## src/addr_decode_pkg.sv

```systemverilog
// package: constants and carriers for the bus slave address decode front end
// ****************************************
// Overview of operation
// ****************************************
// Overview of operation
// - the sixteen received bus lines always follow the multiplexed bus lines, any device.
// - the user input word drives the bus only while all four drive enables are low.
// - drive enables assert only in the data phase of a cycle addressing this device.
// - address bits three to twelve are compared with the ten strapped bits.
// - a full compare in the top bank with bank select set asserts the address match, otherwise it stays low.
// - a grounded strap reads zero and an open strap reads one.
// - only the top io bank with bank select set is answered, at most eight byte addresses, four word registers.
// - the four word addresses are base, base plus 2, base plus 4 and base plus 6.
// - the base ends in octal zero and the other three come from address bits.
// - the match is latched and bits one and two pick exactly one of four selects.
// - bit zero with the byte write flag gives separate high and low byte strobes.
package addr_decode_pkg;
   localparam int DATA_W = 16;
   localparam int STRAP_LO = 3;
   localparam int STRAP_HI = 12;
   localparam int STRAP_W = STRAP_HI - STRAP_LO + 1;
   localparam int REG_SEL_LO = 1;
   localparam int NUM_REGS = 4;
   localparam int NUM_XCVR = 4;
   localparam int BYTE_BIT = 0;
   localparam int BANK_HI = 15;
   localparam int BANK_LO = 13;
   localparam logic [2:0] BANK_TOP = 3'h7;

   // ****************************************
   // carriers
   // ****************************************
   typedef struct packed {
      logic sync_n;
      logic din_n;
      logic dout_n;
      logic bank_sel;
      logic write_byte_flag;
   } bus_ctl_t;

   typedef struct packed {
      logic [NUM_REGS-1:0] register_select_lines_n;
      logic input_word_strobe_n;
      logic out_high_byte_strobe_n;
      logic out_low_byte_strobe_n;
   } user_sel_t;
endpackage

```

## src/bus_slave_address_decode.sv

```systemverilog
// module: bus slave address compare, register select and transceiver control
`timescale 1ns/1ps
`default_nettype none
module bus_slave_address_decode (
   // clock and reset
   input wire logic clk_i,
   input wire logic rst_n_i,
   // backplane side
   input wire logic [addr_decode_pkg::DATA_W-1:0] muxed_address_data_lines_i,
   output logic [addr_decode_pkg::DATA_W-1:0] muxed_address_data_lines_o,
   output logic muxed_address_data_lines_oe_n_o,
   input wire addr_decode_pkg::bus_ctl_t bus_ctl_i,
   // straps, open pins read high
   input wire logic [addr_decode_pkg::STRAP_W-1:0] base_address_straps_i,
   // user side
   output logic [addr_decode_pkg::DATA_W-1:0] received_bus_lines_o,
   input wire logic [addr_decode_pkg::DATA_W-1:0] user_input_word_i,
   output logic address_match_o,
   output logic [addr_decode_pkg::NUM_XCVR-1:0] transceiver_drive_enables_n_o,
   output addr_decode_pkg::user_sel_t user_sel_o
);
   import addr_decode_pkg::*;

   // ****************************************
   // input synchronisers
   // ****************************************
   logic [DATA_W-1:0] muxed_address_data_lines_s1_reg, muxed_address_data_lines_s2_reg;
   bus_ctl_t ctl_s1_reg, ctl_s2_reg, ctl_prev_reg;
   logic [STRAP_W-1:0] strap_s1_reg, strap_s2_reg;

   always_ff @(posedge clk_i) begin
      if (!rst_n_i) begin
         muxed_address_data_lines_s1_reg <= 16'h0000;
         muxed_address_data_lines_s2_reg <= 16'h0000;
         ctl_s1_reg <= 5'h1e;
         ctl_s2_reg <= 5'h1e;
         ctl_prev_reg <= 5'h1e;
         strap_s1_reg <= 10'h3ff;
         strap_s2_reg <= 10'h3ff;
      end else begin
         muxed_address_data_lines_s1_reg <= muxed_address_data_lines_i;
         muxed_address_data_lines_s2_reg <= muxed_address_data_lines_s1_reg;
         ctl_s1_reg <= bus_ctl_i;
         ctl_s2_reg <= ctl_s1_reg;
         ctl_prev_reg <= ctl_s2_reg;
         strap_s1_reg <= base_address_straps_i;
         strap_s2_reg <= strap_s1_reg;
      end
   end

   // ****************************************
   // address compare
   // ****************************************
   // straps are plain levels here; the pull-up is external so open reads one
   wire [STRAP_W-1:0] addr_bits = muxed_address_data_lines_s2_reg[STRAP_HI:STRAP_LO];
   wire in_top_bank = muxed_address_data_lines_s2_reg[BANK_HI:BANK_LO] == BANK_TOP;
   wire cmp_equal = (addr_bits == strap_s2_reg);
   wire addr_hit = cmp_equal && ctl_s2_reg.bank_sel && in_top_bank;
   wire sync_fall = ctl_prev_reg.sync_n && !ctl_s2_reg.sync_n;
   wire cycle_end = !ctl_prev_reg.sync_n && ctl_s2_reg.sync_n;

   // ****************************************
   // address phase latch
   // ****************************************
   logic match_reg;
   logic [1:0] reg_idx_reg;
   logic byte_addr_reg;

   always_ff @(posedge clk_i) begin
      if (!rst_n_i) begin
         match_reg <= 1'b0;
         reg_idx_reg <= 2'h0;
         byte_addr_reg <= 1'b0;
      end else if (sync_fall) begin
         match_reg <= addr_hit;
         reg_idx_reg <= muxed_address_data_lines_s2_reg[REG_SEL_LO+1:REG_SEL_LO];
         byte_addr_reg <= muxed_address_data_lines_s2_reg[BYTE_BIT];
      end else if (cycle_end) begin
         match_reg <= 1'b0;
      end
   end

   // ****************************************
   // register select and strobes
   // ****************************************
   wire rd_phase = match_reg && !ctl_s2_reg.sync_n && !ctl_s2_reg.din_n;
   wire wr_phase = match_reg && !ctl_s2_reg.sync_n && !ctl_s2_reg.dout_n;
   wire byte_wr = ctl_s2_reg.write_byte_flag;
   wire hb_wr = wr_phase && (!byte_wr || byte_addr_reg);
   wire lb_wr = wr_phase && (!byte_wr || !byte_addr_reg);

   user_sel_t sel_next, sel_reg;
   logic drive_reg;
   logic [DATA_W-1:0] out_word_reg;

   always_comb begin
      sel_next = '1;
      if (match_reg && !ctl_s2_reg.sync_n) begin
         sel_next.register_select_lines_n[reg_idx_reg] = 1'b0;
      end
      sel_next.input_word_strobe_n = !rd_phase;
      sel_next.out_high_byte_strobe_n = !hb_wr;
      sel_next.out_low_byte_strobe_n = !lb_wr;
   end

   always_ff @(posedge clk_i) begin
      if (!rst_n_i) begin
         sel_reg <= '1;
         drive_reg <= 1'b0;
         out_word_reg <= 16'h0000;
      end else begin
         sel_reg <= sel_next;
         drive_reg <= rd_phase;
         out_word_reg <= user_input_word_i;
      end
   end

   // ****************************************
   // outputs
   // ****************************************
   // received lines lag the pins by the two synchroniser stages
   assign received_bus_lines_o = muxed_address_data_lines_s2_reg;
   assign address_match_o = match_reg;
   assign user_sel_o = sel_reg;
   assign transceiver_drive_enables_n_o = {NUM_XCVR{!drive_reg}};
   assign muxed_address_data_lines_o = out_word_reg;
   assign muxed_address_data_lines_oe_n_o = !(&(~transceiver_drive_enables_n_o));

   // ****************************************
   // checks
   // ****************************************
   AST_DRIVE_ONLY_ALL_EN: assert property (@(posedge clk_i) disable iff (!rst_n_i)
      !muxed_address_data_lines_oe_n_o |-> transceiver_drive_enables_n_o == 4'h0)
      else $error("bus driven without all enables");
   AST_DRIVE_NEEDS_MATCH: assert property (@(posedge clk_i) disable iff (!rst_n_i)
      !transceiver_drive_enables_n_o[0] |-> $past(match_reg) && $past(!ctl_s2_reg.din_n))
      else $error("drive outside an addressed data phase");
   AST_RX_FOLLOW: assert property (@(posedge clk_i) disable iff (!rst_n_i)
      ##2 received_bus_lines_o == $past(muxed_address_data_lines_i, 2))
      else $error("received lines do not follow bus");
   AST_MATCH_CAUSE: assert property (@(posedge clk_i) disable iff (!rst_n_i)
      sync_fall |=> match_reg == $past(addr_hit))
      else $error("match latch wrong");
   AST_BANK_ONLY: assert property (@(posedge clk_i) disable iff (!rst_n_i)
      sync_fall && !ctl_s2_reg.bank_sel |=> !match_reg)
      else $error("match outside top bank");
   AST_CMP_BITS: assert property (@(posedge clk_i) disable iff (!rst_n_i)
      addr_hit |-> muxed_address_data_lines_s2_reg[12:3] == strap_s2_reg)
      else $error("compare used wrong bits");
   AST_ONE_SELECT: assert property (@(posedge clk_i) disable iff (!rst_n_i)
      $countones(~user_sel_o.register_select_lines_n) <= 1)
      else $error("more than one register selected");
   AST_SELECT_INDEX: assert property (@(posedge clk_i) disable iff (!rst_n_i)
      match_reg && !ctl_s2_reg.sync_n |=>
         !user_sel_o.register_select_lines_n[$past(reg_idx_reg)])
      else $error("wrong register selected");
   AST_BYTE_STROBE: assert property (@(posedge clk_i) disable iff (!rst_n_i)
      wr_phase && byte_wr |=>
         user_sel_o.out_high_byte_strobe_n != user_sel_o.out_low_byte_strobe_n)
      else $error("byte write hit both halves");
   AST_WORD_STROBE: assert property (@(posedge clk_i) disable iff (!rst_n_i)
      wr_phase && !byte_wr |=>
         !user_sel_o.out_high_byte_strobe_n && !user_sel_o.out_low_byte_strobe_n)
      else $error("word write missed a half");

   // ****************************************
   // sequencing checks
   // ****************************************
   // match must drop at every cycle end, else a stale hit leaks into the next cycle
   AST_MATCH_CLEAR: assert property (@(posedge clk_i) disable iff (!rst_n_i)
      cycle_end
      |=> !match_reg)
      else $error("match survived cycle end");
   AST_BANK_ADDR: assert property (@(posedge clk_i) disable iff (!rst_n_i)
      sync_fall && !in_top_bank
      |=> !match_reg)
      else $error("match outside top bank address");
   AST_STRAP_MISS: assert property (@(posedge clk_i) disable iff (!rst_n_i)
      sync_fall && !cmp_equal
      |=> !match_reg)
      else $error("match despite strap mismatch");
   AST_HIT_SETS: assert property (@(posedge clk_i) disable iff (!rst_n_i)
      sync_fall && addr_hit
      |=> match_reg)
      else $error("hit not latched");
   AST_IDX_LATCH: assert property (@(posedge clk_i) disable iff (!rst_n_i)
      sync_fall
      |=> reg_idx_reg == $past(muxed_address_data_lines_s2_reg[2:1]))
      else $error("register index not from address bits");
   // straps pass the same two stages as the bus lines
   AST_STRAP_FOLLOW: assert property (@(posedge clk_i) disable iff (!rst_n_i)
      ##2
      strap_s2_reg == $past(base_address_straps_i, 2))
      else $error("strap levels not followed");
   // driven word is the user word one clock late, never a bus echo
   AST_DRIVE_WORD: assert property (@(posedge clk_i) disable iff (!rst_n_i)
      !muxed_address_data_lines_oe_n_o
      |-> muxed_address_data_lines_o == $past(user_input_word_i))
      else $error("driven word is not the user word");
   AST_EN_EQUAL: assert property (@(posedge clk_i) disable iff (!rst_n_i)
      transceiver_drive_enables_n_o == 4'h0
      || transceiver_drive_enables_n_o == 4'hf)
      else $error("drive enables disagree");
   AST_NO_DRIVE_IDLE: assert property (@(posedge clk_i) disable iff (!rst_n_i)
      !match_reg
      |=> transceiver_drive_enables_n_o == 4'hf)
      else $error("drive without match");
   AST_IN_STROBE: assert property (@(posedge clk_i) disable iff (!rst_n_i)
      rd_phase
      |=> !user_sel_o.input_word_strobe_n && !transceiver_drive_enables_n_o[0])
      else $error("read phase not answered");
   // selects release with sync so the user never sees a select between cycles
   AST_SELECT_IDLE: assert property (@(posedge clk_i) disable iff (!rst_n_i)
      ctl_s2_reg.sync_n
      |=> user_sel_o.register_select_lines_n == 4'hf)
      else $error("select held outside cycle");
   AST_WR_IDLE: assert property (@(posedge clk_i) disable iff (!rst_n_i)
      !wr_phase
      |=> user_sel_o.out_high_byte_strobe_n && user_sel_o.out_low_byte_strobe_n)
      else $error("byte strobe outside write phase");
endmodule
`default_nettype wire

```

## config.mk

```make
export PLATFORM = sky130hd
export DESIGN_NAME = bus_slave_address_decode
export DESIGN_NICKNAME = d
export VERILOG_FILES = /design/src/addr_decode_pkg.sv /design/src/bus_slave_address_decode.sv
export SDC_FILE = /design/constraint.sdc
export NUM_CORES = 1
export LEC_CHECK = 0
export ABC_CLOCK_PERIOD_IN_PS = 4500
export BUFFER_PORTS_ARGS = -buffer_cell sky130_fd_sc_hd__buf_2
export CAP_MARGIN = 5
export CORE_MARGIN = 2
export CORE_UTILIZATION = 40
export DETAILED_ROUTE_END_ITERATION = 10
export GPL_TIMING_DRIVEN = 0
export MAX_ROUTING_LAYER = met4
export PLACE_DENSITY = 0.76
export SYNTH_ARGS = -nofsm -noshare
export SYNTH_HDL_FRONTEND = slang
export SYNTH_SLANG_ARGS = --single-unit
export TNS_END_PERCENT = 20
```

## constraint.sdc

```tcl
create_clock -name clk_i -period 4.5 [get_ports clk_i]
set_input_delay 1.35 -clock clk_i [delete_from_list [all_inputs] [get_ports clk_i]]
set_output_delay 1.35 -clock clk_i [all_outputs]
set_load 0.01 [all_outputs]
```

## After elaboration in Yosys (flattened, before gate mapping)

Cells that the tools add are included.

| word-level totals | value |
|---|---|
| bits in registers | 91 |
| bits of input ports | 49 |
| output and inout bits | 45 |
| logic and storage cells | 60 |

| cells by class | value |
|---|---|
| magnitude comparators | 2 |
| equal/unequal tests | 2 |
| muxes and demuxes | 4 |
| bitwise operators | 2 |
| reduce and logical (&&, ||, !) cells | 26 |

Operators with widths:

| operator | count |
|---|---|
| $logic_not 1->1 | 11 |
| $eq 10x10->1 | 1 |
| $logic_and 1x1->1 | 10 |
| $not 4->4 | 2 |
| $reduce_and 4->1 | 1 |
| $eq 3x3->1 const B | 1 |
| $lt 2x3->1 const B | 1 |
| $mux 1 | 3 |
| $demux 1 s2 | 1 |
| $ge 2x1->1 const B | 1 |
| $logic_or 1x1->1 | 2 |
| $reduce_and 2->1 | 1 |
| $reduce_bool 2->1 | 1 |

## Depth between registers and ports, before layout

| depth | value |
|---|---|
| depth in word-level cells | 5 |
| gate-level depth with buffers | 5 |
| gate-level depth less buffers | 5 |

## Worst setup path after synthesis

No wires, ideal clock.

| timing path | value |
|---|---|
| path kind | input -> register |
| start | input rst_n_i |
| end | register match_reg, in the netlist address_match_o |
| setup time | 0.087 ns |
| arrival time | 2.116 ns |
| required time | 4.413 ns |
| path slack | 2.297 ns |
| stages | 3 |
| path buffers | 0 |
| cells stage by stage | nand4b_1 or4_1 o31ai_1 |

RTL lines:

| element | line | source |
|---|---|---|
| start, declared | bus_slave_address_decode.sv:7 | `input wire logic rst_n_i,` |
| end signal, assigned | bus_slave_address_decode.sv:75 | `match_reg <= addr_hit;` |
| end, declared | bus_slave_address_decode.sv:65 | `logic match_reg;` |

## Final worst setup path

| timing path | value |
|---|---|
| start | register drive_reg |
| end | output transceiver_drive_enables_n_o[1] (netlist bit) |

| between the ends | value |
|---|---|
| word-level cells in the longest chain between the ends | 1 |

RTL lines:

| element | line | source |
|---|---|---|
| start, declared | bus_slave_address_decode.sv:93 | `logic drive_reg;` |
| start signal, assigned | bus_slave_address_decode.sv:113 | `drive_reg <= rd_phase;` |
| $logic_not 1->1 | bus_slave_address_decode.sv:125 | `assign transceiver_drive_enables_n_o = {NUM_XCVR{!drive_reg}};` |
| end, declared | bus_slave_address_decode.sv:19 | `output logic [addr_decode_pkg::NUM_XCVR-1:0] transceiver_drive_enables_n_o,` |

Every way passes these cells.

==> reports/results.md <==
| Result | This run | Unit |
|:---|:---|:---|
| Max H-tree Level | 3 | - |
| Share of power burned in the clock network | 33.7 | % |
| Most used cells in the layout excluding fill and tap cells | buf_2 (93), dfxtp_1 (91), and2_1 (50) | - |
| Die Span X | 85.6 | um |
| Class of the most critical setup path | reg -> out | - |
| Count of final setup violators | 0 | - |
| Commonest non-fill, non-tap cell in the layout | buf_2 | - |
| Hold-fix buffer count after cts | 0 | - |
| Cts bufs inserted | 9 | - |
| Seq/Total Area, Yosys | 68.4 | % |
| Later-pin clock latency in the skew report | 0.34 | ns |
| Number of DRC violations after detailed routing | 0 | - |
| Post-route clock period utilization | 51.6 | % |
| Final wirelength | 4480 | um |
| Clock sinks | 91 | - |
| Die Y-Extent | 85.6 | um |
| Hold depth | 1 | - |
| Clock slew at the register clock pins of the worst setup and hold paths | 0.07 | ns |
| Overall Global Routing Usage | 13.6 | % |
| Distinct cell type count of the synthesized netlist | 22 | - |
| Pin count of the biggest net entering global routing | 15 | - |
| Vias per cell | 4.23 | - |
| Met3 track demand over resource | 5.00 | % |
| CP Data Arrival Time | 0.97 | ns |
| Internal power contribution | 0.00110 | W |
| Met2 capacity usage during global routing | 22.2 | % |
| Number of nets in the final layout | 377 | - |
| Via total after detailed routing | 1,732 | - |
| Leading area contributor after synthesis | dfxtp_1 | - |
| Headroom to the max-slew limit | 68.3 | % |
| IR Drop Worst-Case VDD | 213 | uV |
| Number of max-slew violations in the final report | 0 | - |
| Minimum period implied by the final worst setup slack | 2.32 | ns |
| Type of the worst min-delay path | reg -> reg | - |
| Pre-CTS WS | 1.91 | ns |
| Global-route wire length before repair | 7250 | um |
| Combined area of all synthesized cells | 2660 | um2 |
| Max capacitance violation total | 0 | - |
| Sw Share | 21.7 | % |
| Top post-synthesis cells by area | dfxtp_1 (68%), and2_1 (12%), nand2b_1 (6.6%) | - |
| Worst clock skew | 0.0107 | ns |
| Net Switching | 0.000305 | W |
| Detailed router's first-iteration violation count | 33 | - |
| Proportion of layout cells with a drive suffix above 1 | 33.7 | % |
| Worst R2R Path Depth | 5 | - |
| Post-synth top area share | 68.4 | % |
| Count of TritonRoute iterations in the first routing pass | 3 | - |
| Final Hold Vio Count | 0 | - |
| Crit end category | output pin | - |
| Cell area power density | 414 | nW/um2 |
| Die footprint | 7330 | um2 |
| Smallest setup slack after layout | 2.18 | ns |
| Wirelength per Cell | 11.0 | um |
| Synth-to-Final Area Change | 27.5 | % |
| Io pins | 94 | - |
| Antenna diode instance count | 0 | - |
| Number of antenna violations at the first check in global routing | 0 | - |
| ANT nets after route | 0 | - |
| Number of buffers added for setup after CTS | 0 | - |
| Unrepaired setup endpoints after global routing | no | - |
| CP Launch Type | flop | - |
| Via count of the first global-routing pass | 1,682 | - |
| Data required time of the worst path | 3.15 | ns |
| Leakage power total | 1.51 | nW |
| TritonCTS clock tree | yes | - |
| Status | finished, final reports clean | - |
| Layer with the highest usage after global routing | met2 | - |
| Weighted congestion reported at the end of routability-driven placement | 0.753 | - |
| Gate count of the mapped netlist | 223 | - |
| Maximum operating frequency | 430 | MHz |
| #FFs+latches synth | 91 | - |
| Mean Syn Cell Area | 11.9 | um2 |
| Worst slew pin tran | 0.476 | ns |
| Starting Density | 41.7 | % |
| Final-layout setup total negative slack | 0 | ns |
| Syn. warnings | 0 | - |
| Portion of total power attributed to sequential cells | 60.4 | % |
| Number of buffers on the longest clock path | 2 | - |
| Core Box Area | 6390 | um2 |
| Overflow left after global routing | 0 | - |
| Sum of net half-perimeters after detailed placement | 3370 | um |
| Met1 track demand over resource in global routing | 15.3 | % |
| Buffers added on ports | 93 | - |
| Critical-path maximum fanout | 5 | - |
| Portion of total power attributed to combinational logic | 5.9 | % |
| Number of rows in the core area | 29 | - |
| Resize count post-CTS | 0 | - |
| Number of nets produced by synthesis | 273 | - |
| Buffer cell driving the clock tree root | clkbuf_8 | - |
==> Yosys cell counts (all sizes together) <==
cell type,instances
clkbuf,9
nand2b,28
inv,5
nor2,3
and2,50
buf,4
nand3b,2
xor2,2
nand4b,1
dfxtp,91
o31ai,1
or4,1
ha,1
mux2i,3
nand3,3
nand2,4
o21ai,1
or3,1
nand4,2
xnor2,8
nor2b,3
==> metal layers <==
layer  vias up  wire length (um)
met5         -                 0
met1       775              1900
met3         5               352
met2        64              2180
li1        888                 -
met4         0                49
==> area by class of cell <==
class,instances,area [um2]
clock inverters,4,26.3
multi-input cells,114,759
repair buffers,93,465
fillers,603,2990
clock buffers,12,145
plain buffers,13,63.8
inverters,5,18.8
flip-flops and latches,91,1820
well taps,77,96.3
==> path summary, 6_finish.rpt <==
path,end,from,slack [ns]
worst min-delay path,drive_reg$_SDFF_PN0_,ctl_s2_reg[3]$_SDFF_PN1_,0.40
worst max-delay path,transceiver_drive_enables_n_o[1],drive_reg$_SDFF_PN0_,2.18
worst max register to register,address_match_o$_SDFFE_PN0P_,ctl_s2_reg[4]$_SDFF_PN1_,2.81
worst min register to register,drive_reg$_SDFF_PN0_,ctl_s2_reg[3]$_SDFF_PN1_,0.40
==> stage by stage <==
| stage | utilization (%) | cell area, um2 | cells | power, W | hold slack, ns |
|---|---|---|---|---|---|
| 2_1_floorplan | - | 2660 | 223 | 0.000911 | 0.380 |
| 4_1_cts | 53.2 | 3400 | 409 | 0.00143 | 0.400 |
| 3_3_place_gp | 50.5 | 3230 | 393 | 0.000951 | 0.388 |
| 5_1_grt | 53.2 | 3400 | 409 | 0.00148 | 0.427 |
| 6_report | 53.2 | 3400 | 409 | 0.00141 | 0.399 |
| 3_5_place_dp | 50.5 | 3230 | 393 | 0.000954 | 0.387 |
==> cells by family after synthesis <==
group | Yosys count | share of synthesized area (%)
buffers and inverters | 18 | 3.10
flip-flops | 91 | 68.4
adder cells (fa/ha/maj) | 1 | 0.470
AND/OR/NAND/NOR | 98 | 22.5
AO/OA/AOI/OAI | 2 | 0.470
XOR/XNOR | 10 | 3.99
multiplexers | 3 | 1.13
==> power groups by stage <==
stage	Combinational, W	Clock, W	Sequential [W]
finish	0.0000836	0.000473	0.000849
global route	0.0000946	0.000529	0.000853
CTS	0.0000864	0.000493	0.000849
detailed placement	0.0000861	0	0.000868
global placement	0.0000839	0	0.000867
floorplan	0.0000367	0	0.000874
==> worst max-delay path, cell delays in order (launching register included) <==
cell     delay [ns]
dfxtp_1        0.30
inv_1          0.11
buf_4          0.12
buf_2          0.11
(Power assumes the default switching activity.)
